**src/bbse_map.svh**
```systemverilog
/*
  constant map for the byte, branch and skip execution unit.
  assumes inclusion by bare name from the package and design modules.
*/
`ifndef BBSE_MAP_SVH
`define BBSE_MAP_SVH

// opcode field positions
`define BBSE_OP_HI        15
`define BBSE_OP_LO        10
`define BBSE_D_BIT        9
`define BBSE_A_BIT        8
`define BBSE_BIT_HI       11
`define BBSE_BIT_LO       9

// opcode patterns, upper six bits
`define BBSE_OP_ADDC      6'h08
`define BBSE_OP_DECSZ     6'h0B
`define BBSE_OP_DECSNZ    6'h13
// upper eight bits for literal and branch groups
`define BBSE_OP8_ANDL     8'h0B
`define BBSE_OP8_BRANCH_NO_OVERFLOW     8'hE5
`define BBSE_OP8_BNZ      8'hE1
// upper four bits for bit tests
`define BBSE_OP4_BTSC     4'hB
`define BBSE_OP4_BTSS     4'hA

// indexed literal offset limit
`define BBSE_ILO_MAX      8'h5F
// access bank split: low half maps to bank zero, high half to top bank
`define BBSE_ACC_SPLIT    8'h80
`define BBSE_TOP_BANK     4'hF
// program counter step per instruction word
`define BBSE_PC_STEP      21'h000002
`define BBSE_PC_RESET     21'h000000
`define BBSE_BYTE_ZERO    8'h00
`define BBSE_BYTE_ONE     8'h01
`define BBSE_NOP_WORD     16'h0000

`endif

```
**src/bbse_pkg.sv**
```systemverilog
/*
  types shared by the execution unit and its address former.
  assumes bbse_map.svh is on the include path.
*/
`default_nettype none
`include "bbse_map.svh"

package bbse_pkg;

    // decoded instruction class
    typedef enum logic [3:0] {
        BBSE_I_OTHER  = 4'b0000,
        BBSE_I_ADDC   = 4'b0001,
        BBSE_I_ANDL   = 4'b0010,
        BBSE_I_BRANCH_NO_OVERFLOW   = 4'b0011,
        BBSE_I_BNZ    = 4'b0100,
        BBSE_I_BTSC   = 4'b0101,
        BBSE_I_BTSS   = 4'b0110,
        BBSE_I_DECSZ  = 4'b0111,
        BBSE_I_DECSNZ = 4'b1000
    } bbse_instr_t;

    // execution sequencer state
    typedef enum logic [1:0] {
        BBSE_S_EXEC  = 2'b00,
        BBSE_S_NOP1  = 2'b01,
        BBSE_S_NOP2  = 2'b10
    } bbse_state_t;

    // data memory request, one per executed cycle
    typedef struct packed {
        logic        rd;
        logic        wr;
        logic [11:0] addr;
        logic [7:0]  wdata;
    } bbse_mem_req_t;

    // status flags read and written by the unit
    typedef struct packed {
        logic n;
        logic ov;
        logic z;
        logic dc;
        logic c;
    } bbse_flags_t;

endpackage

`default_nettype wire

```
**src/bbse_addr.sv**
```systemverilog
/*
  forms the 12-bit data memory address of a file operand.
  assumes operand, bank select and index pointer are stable within the cycle.
*/
`timescale 1ns/1ps
`default_nettype none
`include "bbse_map.svh"

module bbse_addr
    import bbse_pkg::*;
(
    // operand fields
    input  wire logic [7:0]  f_operand,
    input  wire logic        access_sel,
    // mode and bank state
    input  wire logic        ext_set_en,
    input  wire logic [3:0]  bank_select_reg,
    input  wire logic [11:0] index_ptr,
    // resulting address
    output logic      [11:0] addr
);

    // address choice: indexed, banked or access bank
    always_comb begin
        if (!access_sel && ext_set_en && f_operand <= `BBSE_ILO_MAX) begin
            addr = index_ptr + {4'h0, f_operand};
        end else if (access_sel) begin
            addr = {bank_select_reg, f_operand};
        end else if (f_operand < `BBSE_ACC_SPLIT) begin
            addr = {4'h0, f_operand};
        end else begin
            addr = {`BBSE_TOP_BANK, f_operand};
        end
    end

endmodule

`default_nettype wire

```
**src/bbse_exec.sv**
```systemverilog
/*
  execution unit for add with carry, and literal, two conditional branches,
  bit-test skips and decrement skips, including the skip nop cycles.
  assumes one sys_clk edge per instruction cycle, instr_valid with the fetched
  word, and data memory read data returned combinationally for the file operand address of instr_word.
*/
`timescale 1ns/1ps
`default_nettype none
`include "bbse_map.svh"

module bbse_exec
    import bbse_pkg::*;
(
    // clock and reset
    input  wire logic          sys_clk,
    input  wire logic          reset,
    // fetch side
    input  wire logic          instr_valid,
    input  wire logic [15:0]   instr_word,
    input  wire logic          next_two_word,
    input  wire logic [20:0]   pc_incr,
    // mode and bank state
    input  wire logic          ext_set_en,
    input  wire logic [3:0]    bank_select_reg,
    input  wire logic [11:0]   index_ptr,
    // data memory read data
    input  wire logic [7:0]    mem_rdata,
    // data memory request
    output bbse_mem_req_t      mem_req,
    // architectural state
    output logic      [7:0]    acc,
    output bbse_flags_t        flags,
    // program flow
    output logic               pc_load,
    output logic      [20:0]   pc_target,
    output logic               nop_cycle,
    output logic               busy
);

    // decoded fields
    bbse_instr_t   kind;          // instruction class
    logic [11:0]   file_addr;     // formed file address
    logic [7:0]    sum;           // add result
    logic          sum_c;         // add carry out
    logic [7:0]    dec;           // decrement result
    logic [7:0]    result;        // byte result to write
    logic          take;          // branch taken
    logic          skip;          // skip condition
    logic          bitval;        // tested bit

    // registered state
    bbse_state_t   state;
    bbse_state_t   next_state;
    logic          two_word_pend;
    logic          next_two_word_pend;
    logic [7:0]    next_acc;
    bbse_flags_t   next_flags;
    bbse_mem_req_t next_mem_req;
    logic          next_pc_load;
    logic [20:0]   next_pc_target;
    logic          next_nop_cycle;
    logic          next_busy;

    // opcode class decode
    function automatic bbse_instr_t decode(input logic [15:0] w);
        if (w[`BBSE_OP_HI:`BBSE_OP_LO] == `BBSE_OP_ADDC)        decode = BBSE_I_ADDC;
        else if (w[`BBSE_OP_HI:`BBSE_OP_LO] == `BBSE_OP_DECSZ)  decode = BBSE_I_DECSZ;
        else if (w[`BBSE_OP_HI:`BBSE_OP_LO] == `BBSE_OP_DECSNZ) decode = BBSE_I_DECSNZ;
        else if (w[15:8] == `BBSE_OP8_ANDL)                      decode = BBSE_I_ANDL;
        else if (w[15:8] == `BBSE_OP8_BRANCH_NO_OVERFLOW)                      decode = BBSE_I_BRANCH_NO_OVERFLOW;
        else if (w[15:8] == `BBSE_OP8_BNZ)                       decode = BBSE_I_BNZ;
        else if (w[15:12] == `BBSE_OP4_BTSC)                     decode = BBSE_I_BTSC;
        else if (w[15:12] == `BBSE_OP4_BTSS)                     decode = BBSE_I_BTSS;
        else                                                     decode = BBSE_I_OTHER;
    endfunction

    // relative target: signed offset doubled onto incremented pc
    function automatic logic [20:0] rel_target(input logic [20:0] pc, input logic [7:0] n);
        rel_target = pc + {{12{n[7]}}, n, 1'b0};
    endfunction

    // address former
    bbse_addr u_addr (
        .f_operand       (instr_word[7:0]),
        .access_sel      (instr_word[`BBSE_A_BIT]),
        .ext_set_en      (ext_set_en),
        .bank_select_reg (bank_select_reg),
        .index_ptr       (index_ptr),
        .addr            (file_addr)
    );

    // datapath: results and conditions for the current word
    always_comb begin
        kind   = decode(instr_word);
        {sum_c, sum} = {1'b0, acc} + {1'b0, mem_rdata} + {8'h00, flags.c};
        dec    = mem_rdata - `BBSE_BYTE_ONE;
        bitval = mem_rdata[instr_word[`BBSE_BIT_HI:`BBSE_BIT_LO]];
        result = (kind == BBSE_I_ADDC) ? sum : dec;
        take   = (kind == BBSE_I_BRANCH_NO_OVERFLOW && !flags.ov)
              || (kind == BBSE_I_BNZ && !flags.z);
        skip   = (kind == BBSE_I_BTSC && !bitval)
              || (kind == BBSE_I_BTSS && bitval)
              || (kind == BBSE_I_DECSZ && dec == `BBSE_BYTE_ZERO)
              || (kind == BBSE_I_DECSNZ && dec != `BBSE_BYTE_ZERO);
    end

    // next-state and output computation
    always_comb begin
        next_state         = state;
        next_two_word_pend = two_word_pend;
        next_acc           = acc;
        next_flags         = flags;
        next_mem_req       = '0;
        next_pc_load       = 1'b0;
        next_pc_target     = pc_target;
        next_nop_cycle     = 1'b0;
        next_busy          = 1'b0;
        // rd flags, one cycle late, that a file operand was read
        case (state)
            BBSE_S_EXEC: begin
                if (instr_valid) begin
                    case (kind)
                        BBSE_I_ADDC, BBSE_I_DECSZ, BBSE_I_DECSNZ: begin
                            if (instr_word[`BBSE_D_BIT]) begin
                                next_mem_req.wr    = 1'b1;
                                next_mem_req.addr  = file_addr;
                                next_mem_req.wdata = result;
                            end else begin
                                next_acc = result;
                            end
                            if (kind == BBSE_I_ADDC) begin
                                next_flags.c  = sum_c;
                                next_flags.dc = (acc[3:0] + mem_rdata[3:0]
                                                 + {3'h0, flags.c}) > 5'h0F;
                                next_flags.z  = (sum == `BBSE_BYTE_ZERO);
                                next_flags.n  = sum[7];
                                next_flags.ov = (acc[7] == mem_rdata[7])
                                                && (sum[7] != acc[7]);
                            end
                        end
                        BBSE_I_ANDL: begin
                            next_acc     = acc & instr_word[7:0];
                            next_flags.z = ((acc & instr_word[7:0]) == `BBSE_BYTE_ZERO);
                            next_flags.n = acc[7] & instr_word[7];
                        end
                        default: begin
                        end
                    endcase
                    if (take) begin
                        next_pc_load   = 1'b1;
                        next_pc_target = rel_target(pc_incr, instr_word[7:0]);
                        next_state     = BBSE_S_NOP1;
                        next_busy      = 1'b1;
                        next_two_word_pend = 1'b0;
                    end else if (skip) begin
                        next_state         = BBSE_S_NOP1;
                        next_busy          = 1'b1;
                        next_two_word_pend = next_two_word;
                    end
                end
            end
            BBSE_S_NOP1: begin
                next_nop_cycle = 1'b1;
                if (two_word_pend) begin
                    next_state = BBSE_S_NOP2;
                    next_busy  = 1'b1;
                end else begin
                    next_state = BBSE_S_EXEC;
                end
            end
            BBSE_S_NOP2: begin
                next_nop_cycle     = 1'b1;
                next_two_word_pend = 1'b0;
                next_state         = BBSE_S_EXEC;
            end
            default: begin
                next_state = BBSE_S_EXEC;
            end
        endcase
        // file operand read accompanies every executed file instruction
        if (state == BBSE_S_EXEC && instr_valid
            && (kind == BBSE_I_ADDC || kind == BBSE_I_DECSZ || kind == BBSE_I_DECSNZ
                || kind == BBSE_I_BTSC || kind == BBSE_I_BTSS)) begin
            next_mem_req.rd = 1'b1;
        end
    end

    // state registers
    always_ff @(posedge sys_clk) begin
        if (reset) begin
            state         <= BBSE_S_EXEC;
            two_word_pend <= 1'b0;
            acc           <= `BBSE_BYTE_ZERO;
            flags         <= '0;
            mem_req       <= '0;
            pc_load       <= 1'b0;
            pc_target     <= `BBSE_PC_RESET;
            nop_cycle     <= 1'b0;
            busy          <= 1'b0;
        end else begin
            state         <= next_state;
            two_word_pend <= next_two_word_pend;
            acc           <= next_acc;
            flags         <= next_flags;
            mem_req       <= next_mem_req;
            pc_load       <= next_pc_load;
            pc_target     <= next_pc_target;
            nop_cycle     <= next_nop_cycle;
            busy          <= next_busy;
        end
    end

endmodule

`default_nettype wire

```
**config.mk**
```make
export PLATFORM = sky130hd
export DESIGN_NAME = bbse_exec
export DESIGN_NICKNAME = d
export VERILOG_FILES = /design/src/bbse_pkg.sv /design/src/bbse_addr.sv /design/src/bbse_exec.sv
export VERILOG_INCLUDE_DIRS = /design/src
export SDC_FILE = /design/constraint.sdc
export NUM_CORES = 1
export LEC_CHECK = 0
export BUFFER_PORTS_ARGS = -buffer_cell sky130_fd_sc_hd__buf_2
export CAP_MARGIN = 10
export CORE_ASPECT_RATIO = 0.9
export CORE_MARGIN = 1
export CORE_UTILIZATION = 48
export CTS_CLUSTER_DIAMETER = 30
export DETAILED_ROUTE_END_ITERATION = 10
export PLACE_DENSITY = 0.82
export SKIP_LAST_GASP = 1
export SLEW_MARGIN = 20
export SYNTH_ARGS = -nofsm -noshare
export SYNTH_HDL_FRONTEND = slang
export SYNTH_SLANG_ARGS = --single-unit
```
**constraint.sdc**
```tcl
create_clock -name sys_clk -period 2.1 [get_ports sys_clk]
set_input_delay 0.105 -clock sys_clk [delete_from_list [all_inputs] [get_ports sys_clk]]
set_output_delay 0.105 -clock sys_clk [all_outputs]
set_load 0.01 [all_outputs]
```
# After elaboration in Yosys (flattened, before gate mapping)
# Cells that the tools add are included.
totals:
  romBits: 0
  ff_bits: 62
  output_inout_bits: 59
  word_cells: 135
  mem_bits_rw: 0
  latchBits: 0
  memories: 0
  input_bits: 66
op_classes:
  n_reduce_logical: 41
  addsub: 7
  n_lt_le_gt_ge: 4
  multipliers: 0
  n_bitwise: 6
  shift: 0
  eq_ne: 24
  n_div: 0
  muxes: 37
ops:
  columns: ["op", "count"]
  rows:
  - ["12-bit two-way mux", 3]
  - ["8-bit logical NOT", 3]
  - ["21-bit adder", 1]
  - ["21-bit two-way mux", 1]
  - ["4-bit by 3-bit equality test with 1-bit output (second input constant)", 4]
  - ["8-bit equality test (second input constant)", 2]
  - ["8-bit two-way mux", 2]
  - ["8-bit case mux with 2 select lines", 1]
  - ["3-bit two-way mux", 5]
  - ["12-bit by 8-bit adder with 12-bit output", 1]
  - ["4-bit equality test (second input constant)", 3]
  - ["6-bit by 4-bit equality test with 1-bit output (second input constant)", 2]
  - ["4-bit two-way mux", 3]
  - ["4-bit AND reduction", 3]
  - ["1-bit logical AND", 11]
  - ["1-bit two-way mux", 11]
  - ["8-bit by 8-bit adder with 9-bit output", 1]
  - ["9-bit by 1-bit adder with 9-bit output", 1]
  - ["8-bit AND", 1]
  - ["4-bit by 2-bit equality test with 1-bit output (second input constant)", 2]
  - ["8-bit by 4-bit equality test with 1-bit output (second input constant)", 1]
  - ["8-bit by 7-bit less-or-equal comparator with 1-bit output (second input constant)", 1]
  - ["1-bit logical OR", 8]
  - ["8-bit < comparator (second input constant)", 1]
  - ["30 further kinds", 47]

# Logic depth before layout (Yosys ltp)
# Gate-level depths: netlist of run 1.
depth:
  depth_word: 18
  depth_mapped: 10
  depth_no_buf: 10

# Cells and area by module
# From an unflattened synthesis of run 1, not the netlist that was laid out.
hier_totals:
  cells_unflattened: 560
  hier_area_um2: 4491.8
modules_own_cells:
  columns: ["module", "seq_area_each_um2", "cells_each", "area_per_inst_um2", "n_inst"]
  rows:
  - ["bbse_exec", 1241.2, 470, 3876.2, 1]
  - ["bbse_addr", 0.0, 90, 615.6, 1]

# Worst setup path after synthesis of run 1
# No wires, ideal clock.
synth_path:
  kind: "register to register"
  from: "register acc[0]"
  to: "register flags[2] (netlist bit)"
  slack_ps: -159
  period_less_slack_ps: 2259
  required_time_ps: 2009
  t_arrival_ps: 2168
  path_buffers: 0
  setup_time_ps: 91
  stages_incl_launch_ff: 9
  cell_sequence: "dfxtp_1 fa_1 inv_1 fa_1 xnor2_1 or4b_1 nor3_2 nand4_1 a311oi_1"
synth_between:
  elab_chain_len: 5
  word_cells_on_any_way: 7
  cone_classes: "add/sub: 2; mux: 2; bitwise: 1; reduce/logical: 2"
synth_lines:
  columns: ["item", "line_no", "rtl"]
  rows:
  - ["from (decl)", "bbse_exec.sv:31", "output logic [7:0] acc,"]
  - ["from (signal assigned)", "bbse_exec.sv:193", "acc <= `BBSE_BYTE_ZERO;"]
  - ["from (signal assigned)", "bbse_exec.sv:203", "acc <= next_acc;"]
  - ["8-bit by 8-bit adder with 9-bit output", "bbse_exec.sv:95", "{sum_c, sum} = {1'b0, acc} + {1'b0, mem_rdata} + {8'h00, flags.c};"]
  - ["9-bit by 1-bit adder with 9-bit output", "bbse_exec.sv:95", null]
  - ["8-bit logical NOT (no line)", null, null]
  - ["5-bit two-way mux", "bbse_exec.sv:131", "if (kind == BBSE_I_ADDC) begin"]
  - ["1-bit case mux with 2 select lines (*)", "bbse_exec.sv:122", "case (kind)"]
  - ["to (signal assigned)", "bbse_exec.sv:204", "flags <= next_flags;"]
  - ["to (decl)", "bbse_exec.sv:32", "output bbse_flags_t flags,"]
# Every way passes the cells marked *; elsewhere a longest branch is shown, timed or not. The select of a mux whose other input is x is not followed.
# A chain may end at the register's enable or synchronous reset.

# Final worst setup path of run 1
layout_path:
  from: "register acc[0]"
  to: "register acc[6]"
layout_between:
  elab_chain_len: 5
layout_lines:
  columns: ["item", "line_no", "rtl"]
  rows:
  - ["8-bit by 8-bit adder with 9-bit output", "bbse_exec.sv:95", null]
  - ["9-bit by 1-bit adder with 9-bit output", "bbse_exec.sv:95", null]
  - ["8-bit two-way mux", "bbse_exec.sv:98", "result = (kind == BBSE_I_ADDC) ? sum : dec;"]
  - ["8-bit two-way mux", "bbse_exec.sv:124", "if (instr_word[`BBSE_D_BIT]) begin"]
  - ["8-bit case mux with 2 select lines", "bbse_exec.sv:122", null]
# Every way passes these cells. The select of a mux whose other input is x is not followed.

==> metrics.txt, run 1 <==
run status=complete, but fails checks; failing checks=setup timing; switching power=0.949 mW; Min Hold Slack=0.0153 ns; Synth Flop Type=dfxtp_1; top-area cell type share of the netlist area=27.6%; RSZ-0062 raised after global routing=true; Final setup viols=11; CTS tree=built; Mapped Avg Cell Area=8.04 µm²; Synth Register Bits=62; Final Core Density=65.5%; Worst Tran Pin Value=0.507 ns; Place WS=-0.233 ns; post-route insts no fill=860; CP Depth=10; fraction of layout cells with a size suffix above 1=32.5%; antenna violation net count after detailed routing=0; Synth area leader=dfxtp_1; leakage=2.70 nW; clock power share=32.2%; clock buffer depth=2; Worst-path clk slew=0.07 ns; TritonRoute pass-1 iters=5; Reg-to-Reg End=acc[6]; Combinational Power Share=27.3%; Synth area leaders=dfxtp_1 (28%), ha_1 (11%), a21oi_1 (6.9%), nand2_1 (5.0%), nor2_1 (3.6%); IO Pins=125; DR WL/cell=16.5 µm; Max Cap Viol=0; # rows=33; Die ar.=9760 µm²; clk_skew=0.0105 ns; core box area=9080 µm²; Critical Path RT=2.37 ns; Sw Ratio=31.9%; placed cell count=841; setup TNS=-1.09 ns; Slew headroom=66.2%; crit end category=flop; Reg-to-Reg Start=acc[0]; DP Wirelength=10800 µm; die height=93.8 µm; design area=5950 µm²; f_max=442 MHz; Initial Util=49.5%; Total Power=2.98 mW; WP data arrival=2.53 ns; crit path time final=2.26 ns; Crit path largest cell delay=0.37 ns; Slowest cell on crit path=fa_2; Worst-Skew Late Latency=0.34 ns; Unique masters post-synth=65; Buffers & Inverters on Critical Path=1; global-route wire length before repair=22600 µm; Post-synth top cells=a21oi_1 (62), dfxtp_1 (62), nand2_1 (60); startpoint types=flop; Total Wirelength=14200 µm; WS Path Type=flop to flop; Tot GR Track Use=28.6%; P&R area growth vs syn=32.3%; class of the worst hold path=primary input to flop; Synth Net Count=668; Synth Warn #=0; CTS root buffer=clkbuf_8; Reg2Reg Depth=10; mapped cell area=4500 µm²; Post-synth ARST share=0%; Overflow after GRT=0; crit path to=acc[6]; hold depth=3; delay-heaviest family, CP=compound AO/OA/AOI/OAI gates; Cell Area, Placed=5630 µm²; crit path cell chain=fa_2 > inv_2 > fa_2 > nor2b_1 > o21a_1 > o21ai_2 > a21o_1 > o311ai_4 > a211o_1 > a21oi_2; Nets=844; Max FO, Critical Path=3; FF+latch area=1250 µm²; Final WS setup=-0.163 ns; sequential fraction of design power=40.5%; area of the multi-input gates=3190 µm²; crit share post-route=108%; Pint=2.03 mW; Detailed Route Iter0 Violations=401; Antenna Cells=0; vias in the first global route=4871; cts hold-fix bufs=0; drt drc=0; Most Frequent Cell on Critical Path=fa_2; r2r setup slk=-0.16 ns; Fill cells=761; Vias/cell=5.83; CTS buffer count=9; Pwr Density=501 nW/µm²; sequential area share after synthesis=27.6%; initial antenna violation count=0; Critical Path Start=acc[0]; clk sinks=62; Final Slew Violations=0; VDD IR max=294 µV; Post-Syn Instances=559; RD Place Congestion=0.984; Die Span X=104 µm; buffers added on ports=124; Post-synth EDFFs=0; Via Count=5010; largest net degree at the start of global routing=49; final hold vios=0; # H-tree levels=3
-- sequential cells by signal, summed over array words and instances (netlist names) --
register       count
two_word_pend      1
nop_cycle          1
acc                8
pc_load            1
busy               1
flags              5
mem_req           22
state              2
pc_target         21
-- worst min-delay path by stage --
stage	from	to	slack [ns]
after global placement	pc_incr[0]	pc_target[0]	0.37
after global routing	pc_incr[0]	pc_target[0]	0.007
after floorplan	instr_word[3]	mem_req[11]	0.24
after CTS	pc_incr[0]	pc_target[0]	0.006
after detailed placement	pc_incr[0]	pc_target[0]	0.36
final	pc_incr[0]	pc_target[0]	0.02
-- per-layer routing --
metal  global-route usage [%]  up-vias  wire length [µm]
li1                         -     2395                 -
met5                        0        -                 0
met3                     5.13       44               858
met1                     35.7     2344              6230
met2                     49.1      227              6670
met4                     11.1        0               433
-- worst reg2reg max path, cell delays in order, from the launching register on --
cell      delay (ns)
dfxtp_4         0.35
fa_2            0.37
inv_2           0.06
fa_2            0.20
nor2b_1         0.07
o21a_1          0.23
o21ai_2         0.16
a21o_1          0.21
o311ai_4        0.14
a211o_1         0.29
a21oi_2         0.12
-- cell usage in the layout (no fill, tap or decap), types with 4 or more instances in the layout --
| master | n |
|---|---|
| a211oi_1 | 7 |
| a21o_1 | 13 |
| a21oi_1 | 57 |
| a21oi_2 | 5 |
| a22oi_1 | 7 |
| and2_1 | 7 |
| and3_1 | 6 |
| buf_2 | 124 |
| buf_4 | 56 |
| clkbuf_8 | 11 |
| dfxtp_1 | 60 |
| ha_1 | 38 |
| inv_1 | 24 |
| nand2_1 | 60 |
| nand2b_1 | 4 |
| nand3_1 | 16 |
| nand3b_1 | 6 |
| nand4_1 | 9 |
| nor2_1 | 41 |
| nor2b_1 | 7 |
| nor3_1 | 12 |
| nor4_1 | 4 |
| o211ai_1 | 9 |
| o21a_1 | 7 |
| o21ai_0 | 23 |
| or3_1 | 8 |
| xnor2_1 | 17 |
| xor2_1 | 12 |
-- kinds of logic after synthesis --
logic type,synth area share (%)
simple gates,24.0
compound gates,24.0
flops,27.6
buf+inv,4.03
fa+ha+maj,12.6
xor+xnor,5.84
mux,1.89
-- repair_timing --
action / 4_1_cts / 5_1_grt
hold endpoints to repair: 0 / 0
pin swaps: 5 / 12
resized for setup: 6 / 22
endpoints found under the setup margin: 5 / 15
setup buffers: 1 / 4
-- area by class of cell --
type	instances	area share (%)
multi-input combinational	452	53.7
sequential	62	20.9
timing repair buffer	184	18.4
clock buffer	12	2.61
tap	122	2.57
inverter	26	1.64
clock inverter	2	0.168
-- power groups by stage --
stage	Sequential, mW	Combinational [mW]	Clock [mW]
floorplan	1.24	0.463	0
global placement	1.23	0.744	0
detailed placement	1.23	0.773	0
CTS	1.21	0.782	0.974
global route	1.21	0.893	1.02
finish	1.21	0.813	0.960
(Power assumes the default switching activity.)
==> inputs of run 2 (changes only) <==
--- a/config.mk
+++ b/config.mk
@@ -18,4 +18,5 @@
 export SLEW_MARGIN = 20
 export SYNTH_ARGS = -nofsm -noshare
 export SYNTH_HDL_FRONTEND = slang
+export SYNTH_HIERARCHICAL = 1
 export SYNTH_SLANG_ARGS = --single-unit
==> metrics.txt, run 2 <==
drt drc=0 (unchanged); Synth Flop Type=dfxtp_1; cts hold-fix bufs=0 (unchanged); class of the worst hold path=primary input to flop; CTS tree=built; Place WS=-0.363 ns (-0.130 ns); antenna violation net count after detailed routing=0 (unchanged); Synth Area in Compound Gates=23.8% (-0.28 points); Post-synth ARST share=0% (unchanged); Worst-Skew Late Latency=0.35 ns (about the same); crit path time final=2.21 ns (-0.0492 ns); max reg flops=22 (unchanged); TritonRoute pass-1 iters=5 (unchanged); Detailed Route Iter0 Violations=308 (-23%); P&R area growth vs syn=41.9%; # H-tree levels=3 (unchanged); Post-Syn Instances=560 (+0.18%); Final Slew Violations=0 (unchanged); Combinational Power Share=25.8% (-1.5 points); DR WL/cell=16.3 µm (-1.5%); xor and xnor fraction of the mapped netlist area=5.65% (-0.19 points); buffers added on ports=124 (unchanged); Initial Util=49.4% (-0.055 points); Post-synth top cells=dfxtp_1 (62), nand2_1 (55), a21oi_1 (44), nor2_1 (44), ha_1 (39); Reg-to-Reg Start=flags[0]; die height=93.8 µm (about the same); Overflow after GRT=0 (unchanged); Synth Area in Simple Gates=24.2% (+0.25 points); top-count cell post-synth=dfxtp_1; clk_skew=0.00847 ns (-0.00199 ns); Biggest register=mem_req; # rows=33 (unchanged); leakage=3.05 nW (+13%); IO Pins=125 (unchanged); run status=complete, but fails checks; crit share post-route=105% (-2.3 points); fraction of layout cells with a size suffix above 1=36.2% (+3.7 points); most common cell after layout, fill and taps aside=buf_2; Die Span X=104 µm (about the same); Critical Path RT=2.38 ns (about the same); CTS root buffer=clkbuf_8; top flop regs=mem_req (22), pc_target (21), acc (8); WS Path Type=flop to flop; RD Place Congestion=0.959 (-2.6%); Post-synth EDFFs=0 (unchanged); Synth Net Count=669 (+0.15%); RSZ-0062 raised after global routing=true; most frequent cells in the layout=buf_2 (124), buf_4 (102), dfxtp_1 (60), nand2_1 (53), nor2_1 (41); Pint=2.41 mW (+19%); Synth Area in Adders=12.6% (+0.014 points); clock power share=38.9% (+6.7 points); Final WS setup=-0.113 ns (+0.0492 ns); initial antenna violation count=0 (unchanged); global-route wire length before repair=23400 µm (+3.6%); largest net degree at the start of global routing=38 (-22%); CTS buffer count=9 (unchanged); top-area cell type share of the netlist area=27.6% (+0.031 points); startpoint types=flop; Tot GR Track Use=29.9% (+1.3 points); f_max=452 MHz (+2.2%); clk sinks=62 (unchanged); Total Power=3.36 mW (+13%); Worst Min Path Start=pc_incr[0]; Antenna Cells=0 (unchanged); Slew headroom=62.3% (-4.0 points); crit end category=flop; WP data arrival=2.49 ns (-0.04 ns); DP Wirelength=10900 µm (+0.86%); Critical Path Start=flags[0]; Worst Tran Pin Value=0.560 ns (+0.0535 ns); Synth Register Bits=62 (unchanged); Synth area leaders=dfxtp_1 (28%), ha_1 (11%), a21oi_1 (4.9%), nand2_1 (4.6%), nor2_1 (3.7%); vias in the first global route=5041 (+3.5%); switching power=0.950 mW (about the same); Vias/cell=5.66 (-2.9%); Nets=889 (+5.3%); Max FO, Critical Path=2 (-1); Via Count=5124 (+2.3%); Die ar.=9750 µm² (-0.11%); Worst-path clk slew=0.07 ns (about the same); main combinational cell family by area after synthesis=simple AND/OR/NAND/NOR gates; Pwr Density=527 nW/µm² (+5.3%); final hold vios=0 (unchanged); Synth area leader=dfxtp_1; failing checks=setup timing; multiplexer share of the synthesized area=2.45% (+0.56 points); Sw Ratio=28.3% (-3.6 points); Final setup viols=8 (-3); Total Wirelength=14700 µm (+3.8%); Mapped Avg Cell Area=8.02 µm² (-0.29%); sequential area share after synthesis=27.6% (+0.031 points); mapped cell area=4490 µm² (-0.11%); clock buffer depth=2 (unchanged); Max Cap Viol=0 (unchanged); core box area=9080 µm² (unchanged); Final Core Density=70.2% (+4.7 points); sequential fraction of design power=35.2% (-5.3 points); Synth Warn #=6 (+6); Unique masters post-synth=68 (+4.6%); VDD IR max=386 µV (+31%)
## run 2: changes by cell type after synthesis, sizes merged, moves of 6 or more
cell,before,now
o21ai,26,34
a21oi,62,44
nor2b,7,15
nand2,61,55
and2,7,21
o211ai,11,3
## run 2: kinds of logic (layout without fill, tap and decap cells)
logic type | Yosys count | in the layout
AND/OR/NAND/NOR | 211 | 211
AO/OA/AOI/OAI | 163 | 163
flip-flops | 62 | 62
adder cells (fa/ha/maj) | 43 | 43
buffers and inverters | 43 | 267
XOR/XNOR | 29 | 29
multiplexers | 9 | 9
## run 2: power by group through the flow
| stage | Combinational, mW | Sequential, mW | Clock [mW] |
|---|---|---|---|
| 6_report | 0.867 | 1.18 | 1.31 |
| 5_1_grt | 0.948 | 1.18 | 1.38 |
| 4_1_cts | 0.813 | 1.18 | 1.31 |
| 3_5_place_dp | 0.799 | 1.21 | 0 |
| 3_3_place_gp | 0.768 | 1.21 | 0 |
| 2_1_floorplan | 0.451 | 1.21 | 0 |
## run 2: stage by stage
stage	instances	setup TNS, ns	area (µm²)	hold WS (ns)
2_1_floorplan	560	-0.0246	4500	0.241
3_3_place_gp	881	-1.51	5900	0.348
3_5_place_dp	881	-2.78	5900	0.354
4_1_cts	897	-0.143	6190	0.0127
5_1_grt	906	-1.48	6370	0.0120
6_report	906	-0.360	6370	0.0179
## run 2: area by class of cell
type	instances	area, µm²
multi-input combinational	455	3260
fill	702	2710
timing repair buffer	226	1390
sequential	62	1240
tap	122	153
clock buffer	11	141
inverter	26	97.6
clock inverter	4	95.1
## run 2: routing by layer
metal  vias to the layer above  track usage [%]  routed length, µm
met1                      2399             35.5               6170
met5                         -                0                  0
li1                       2461                -                  -
met4                         0             12.1                436
met2                       223             52.4               7190
met3                        41             6.45                934
## run 2: worst max-delay path, stage by stage (launching register included)
cell	delay [ns]
dfxtp_2	0.34
fa_2	0.38
inv_2	0.07
fa_2	0.19
nor2b_1	0.06
o21ai_1	0.13
nand2b_1	0.11
buf_4	0.16
xor2_2	0.15
nor4_2	0.22
nand4b_1	0.16
a31oi_1	0.17
## run 2: worst paths after layout
path | to | slack [ns] | cells after the start
worst max-delay path | flags[2] | -0.11 | 11
worst max register to register | flags[2] | -0.11 | 11
worst min-delay path | pc_target[0] | 0.02 | 3
worst min register to register | pc_target[6] | 0.46 | 2
## run 2: what timing repair did
action                                  4_1_cts  5_1_grt
pin swaps                                     4       19
resized for setup                            13       25
buffers inserted                              1        9
endpoints found under the setup margin       14       21
==> inputs of run 3 (changes only) <==
--- a/config.mk
+++ b/config.mk
@@ -13,10 +13,10 @@
 export CORE_UTILIZATION = 48
 export CTS_CLUSTER_DIAMETER = 30
 export DETAILED_ROUTE_END_ITERATION = 10
+export GPL_ROUTABILITY_DRIVEN = 0
 export PLACE_DENSITY = 0.82
 export SKIP_LAST_GASP = 1
 export SLEW_MARGIN = 20
 export SYNTH_ARGS = -nofsm -noshare
 export SYNTH_HDL_FRONTEND = slang
-export SYNTH_HIERARCHICAL = 1
 export SYNTH_SLANG_ARGS = --single-unit
==> metrics.txt, run 3 (synthesis gave the netlist of run 1 again) <==
startpoint types=flop; Worst Min Path Start=index_ptr[11]; sequential fraction of design power=39.4% (+4.2 points); VDD IR max=342 µV (-11%); vias in the first global route=4713 (-6.5%); crit end category=flop; RSZ-0062 raised after global routing=true; clk sinks=62 (unchanged); CTS buffer count=9 (unchanged); postcts setup bufs=0 (-1); DP Wirelength=10600 µm (-2.0%); TritonRoute pass-1 iters=5 (unchanged); crit path cell chain=fa_2 > inv_2 > fa_2 > nor2b_1 > o21a_1 > o21ai_2 > a21o_1 > o311ai_4 > a211o_1 > a21oi_2; Worst-Skew Late Latency=0.34 ns (about the same); most frequent cells in the layout=buf_2 (124), nand2_1 (60), dfxtp_1 (60), a21oi_1 (58), buf_4 (53); Final Core Density=65.0% (-5.2 points); largest net degree at the start of global routing=49 (+29%); Nets=840 (-5.5%); most used routing layer=met2; Max FO, Critical Path=3 (+1); clk_skew=0.0101 ns (+0.00161 ns); leakage=2.68 nW (-12%); setup TNS=-0.324 ns (+0.0362 ns); Antenna Cells=0 (unchanged); # H-tree levels=3 (unchanged); class of the worst hold path=primary input to flop; WP data arrival=2.49 ns (about the same); Tot GR Track Use=28.1% (-1.8 points); Sw Ratio=30.6% (+2.3 points); Worst Tran Pin Value=0.495 ns (-0.0653 ns); drt drc=0 (unchanged); Die ar.=9760 µm² (+0.11%); die height=93.8 µm (about the same); switching power=0.936 mW (-1.5%); core box area=9080 µm² (unchanged); Total Wirelength=13800 µm (-6.7%); Reg-to-Reg Start=acc[0]; clock buffer depth=2 (unchanged); Most Frequent Cell on Critical Path=fa_2; DR WL/cell=16.1 µm (-1.3%); Initial Util=49.5% (+0.055 points); # rows=33 (unchanged); met1 Resource Use GR=35.0% (-0.50 points); Critical Path RT=2.37 ns (about the same); Overflow after GRT=0 (unchanged); Final setup viols=3 (-5); Critical Path Start=acc[0]; clock power share=34.1% (-4.8 points); failing checks=setup timing; Pint=2.13 mW (-12%); Biggest register=mem_req; Combinational Power Share=26.5% (+0.7 points); crit path time final=2.22 ns (+0.00968 ns); P&R area growth vs syn=31.3%; IO Pins=125 (unchanged); Slew headroom=67.0% (+4.7 points); run status=complete, but fails checks; most common cell after layout, fill and taps aside=buf_2; Max Cap Viol=0 (unchanged); Detailed Route Iter0 Violations=367 (+19%); buffers added on ports=124 (unchanged); fraction of layout cells with a size suffix above 1=31.3% (-4.9 points); routing usage on met2=47.8% (-4.6 points); Worst-path clk slew=0.07 ns (about the same); Slowest cell on crit path=fa_2; top flop regs=mem_req (22), pc_target (21), acc (8); global-route wire length before repair=22100 µm (-5.7%); final hold vios=0 (unchanged); Via Count=5003 (-2.4%); CTS root buffer=clkbuf_8; f_max=450 MHz (-0.44%); WS Path Type=flop to flop; initial antenna violation count=0 (unchanged); CTS tree=built; Crit path largest cell delay=0.37 ns (about the same); Final WS setup=-0.123 ns (-0.00968 ns); max reg flops=22 (unchanged); Place WS=-0.238 ns (+0.125 ns); antenna violation net count after detailed routing=0 (unchanged); Vias/cell=5.84 (+3.2%); Final Slew Violations=0 (unchanged); crit share post-route=106% (+0.46 points); Fill cells=795 (+13%); met3 Use GR=5.34% (-1.1 points); Pwr Density=518 nW/µm² (-1.7%); Die Span X=104 µm (about the same)
-- run 3: metrics by stage --
step / total power [mW] / cell area (µm²) / instances / hold WS (ns)
floorplan: 1.71 / 4510 / 559 / 0.241
global placement: 1.98 / 5640 / 841 / 0.367
detailed placement: 2.01 / 5640 / 841 / 0.363
CTS: 3.07 / 5850 / 857 / 0.0382
global route: 3.22 / 5910 / 857 / 0.0770
finish: 3.06 / 5910 / 857 / 0.0482
-- run 3: path summary, 6_finish.rpt --
kind                   to  cells past startpoint  slack, ns
max                acc[6]                     10      -0.12
min           mem_req[19]                      3       0.05
max reg2reg        acc[6]                     10      -0.12
min reg2reg  pc_target[2]                      2       0.45
-- run 3: final cells by class --
class	instances	area [µm²]	share of cell area (%)
clock buffer	11	141	2.39
tap	122	153	2.58
multi-input combinational	452	3150	53.4
inverter	26	97.6	1.65
clock inverter	4	47.5	0.805
sequential	62	1250	21.1
timing repair buffer	180	1070	18.1
-- run 3: worst max-delay path: cells and delay by family (launching register included) --
family                     cells  cell delay [ns]
AOI/OAI and AO/OA              6             1.10
adders and majority gates      2             0.57
DFF                            1             0.35
buffers and inverters          1             0.06
and+or+nand+nor                1             0.05
-- run 3: power groups by stage --
stage          registers, mW  clock network, mW  logic, mW
2_1_floorplan           1.24                  0      0.463
3_3_place_gp            1.23                  0      0.750
4_1_cts                 1.21               1.07      0.791
3_5_place_dp            1.23                  0      0.781
5_1_grt                 1.21               1.12      0.893
6_report                1.21               1.04      0.812
-- run 3: what timing repair did --
action | 4_1_cts | 5_1_grt
gates resized for setup | 7 | 9
hold endpoints to repair | 1 | 0
pin swaps | 5 | 9
hold buffers | 1 | 0
setup endpoints to repair | 5 | 13
-- run 3: metal layers --
| layer | share of wire (%) | up-vias |
|---|---|---|
| met5 | 0 | - |
| met4 | 3.0 | 0 |
| met3 | 6.6 | 46 |
| met2 | 47 | 216 |
| met1 | 43 | 2347 |
| li1 | - | 2394 |
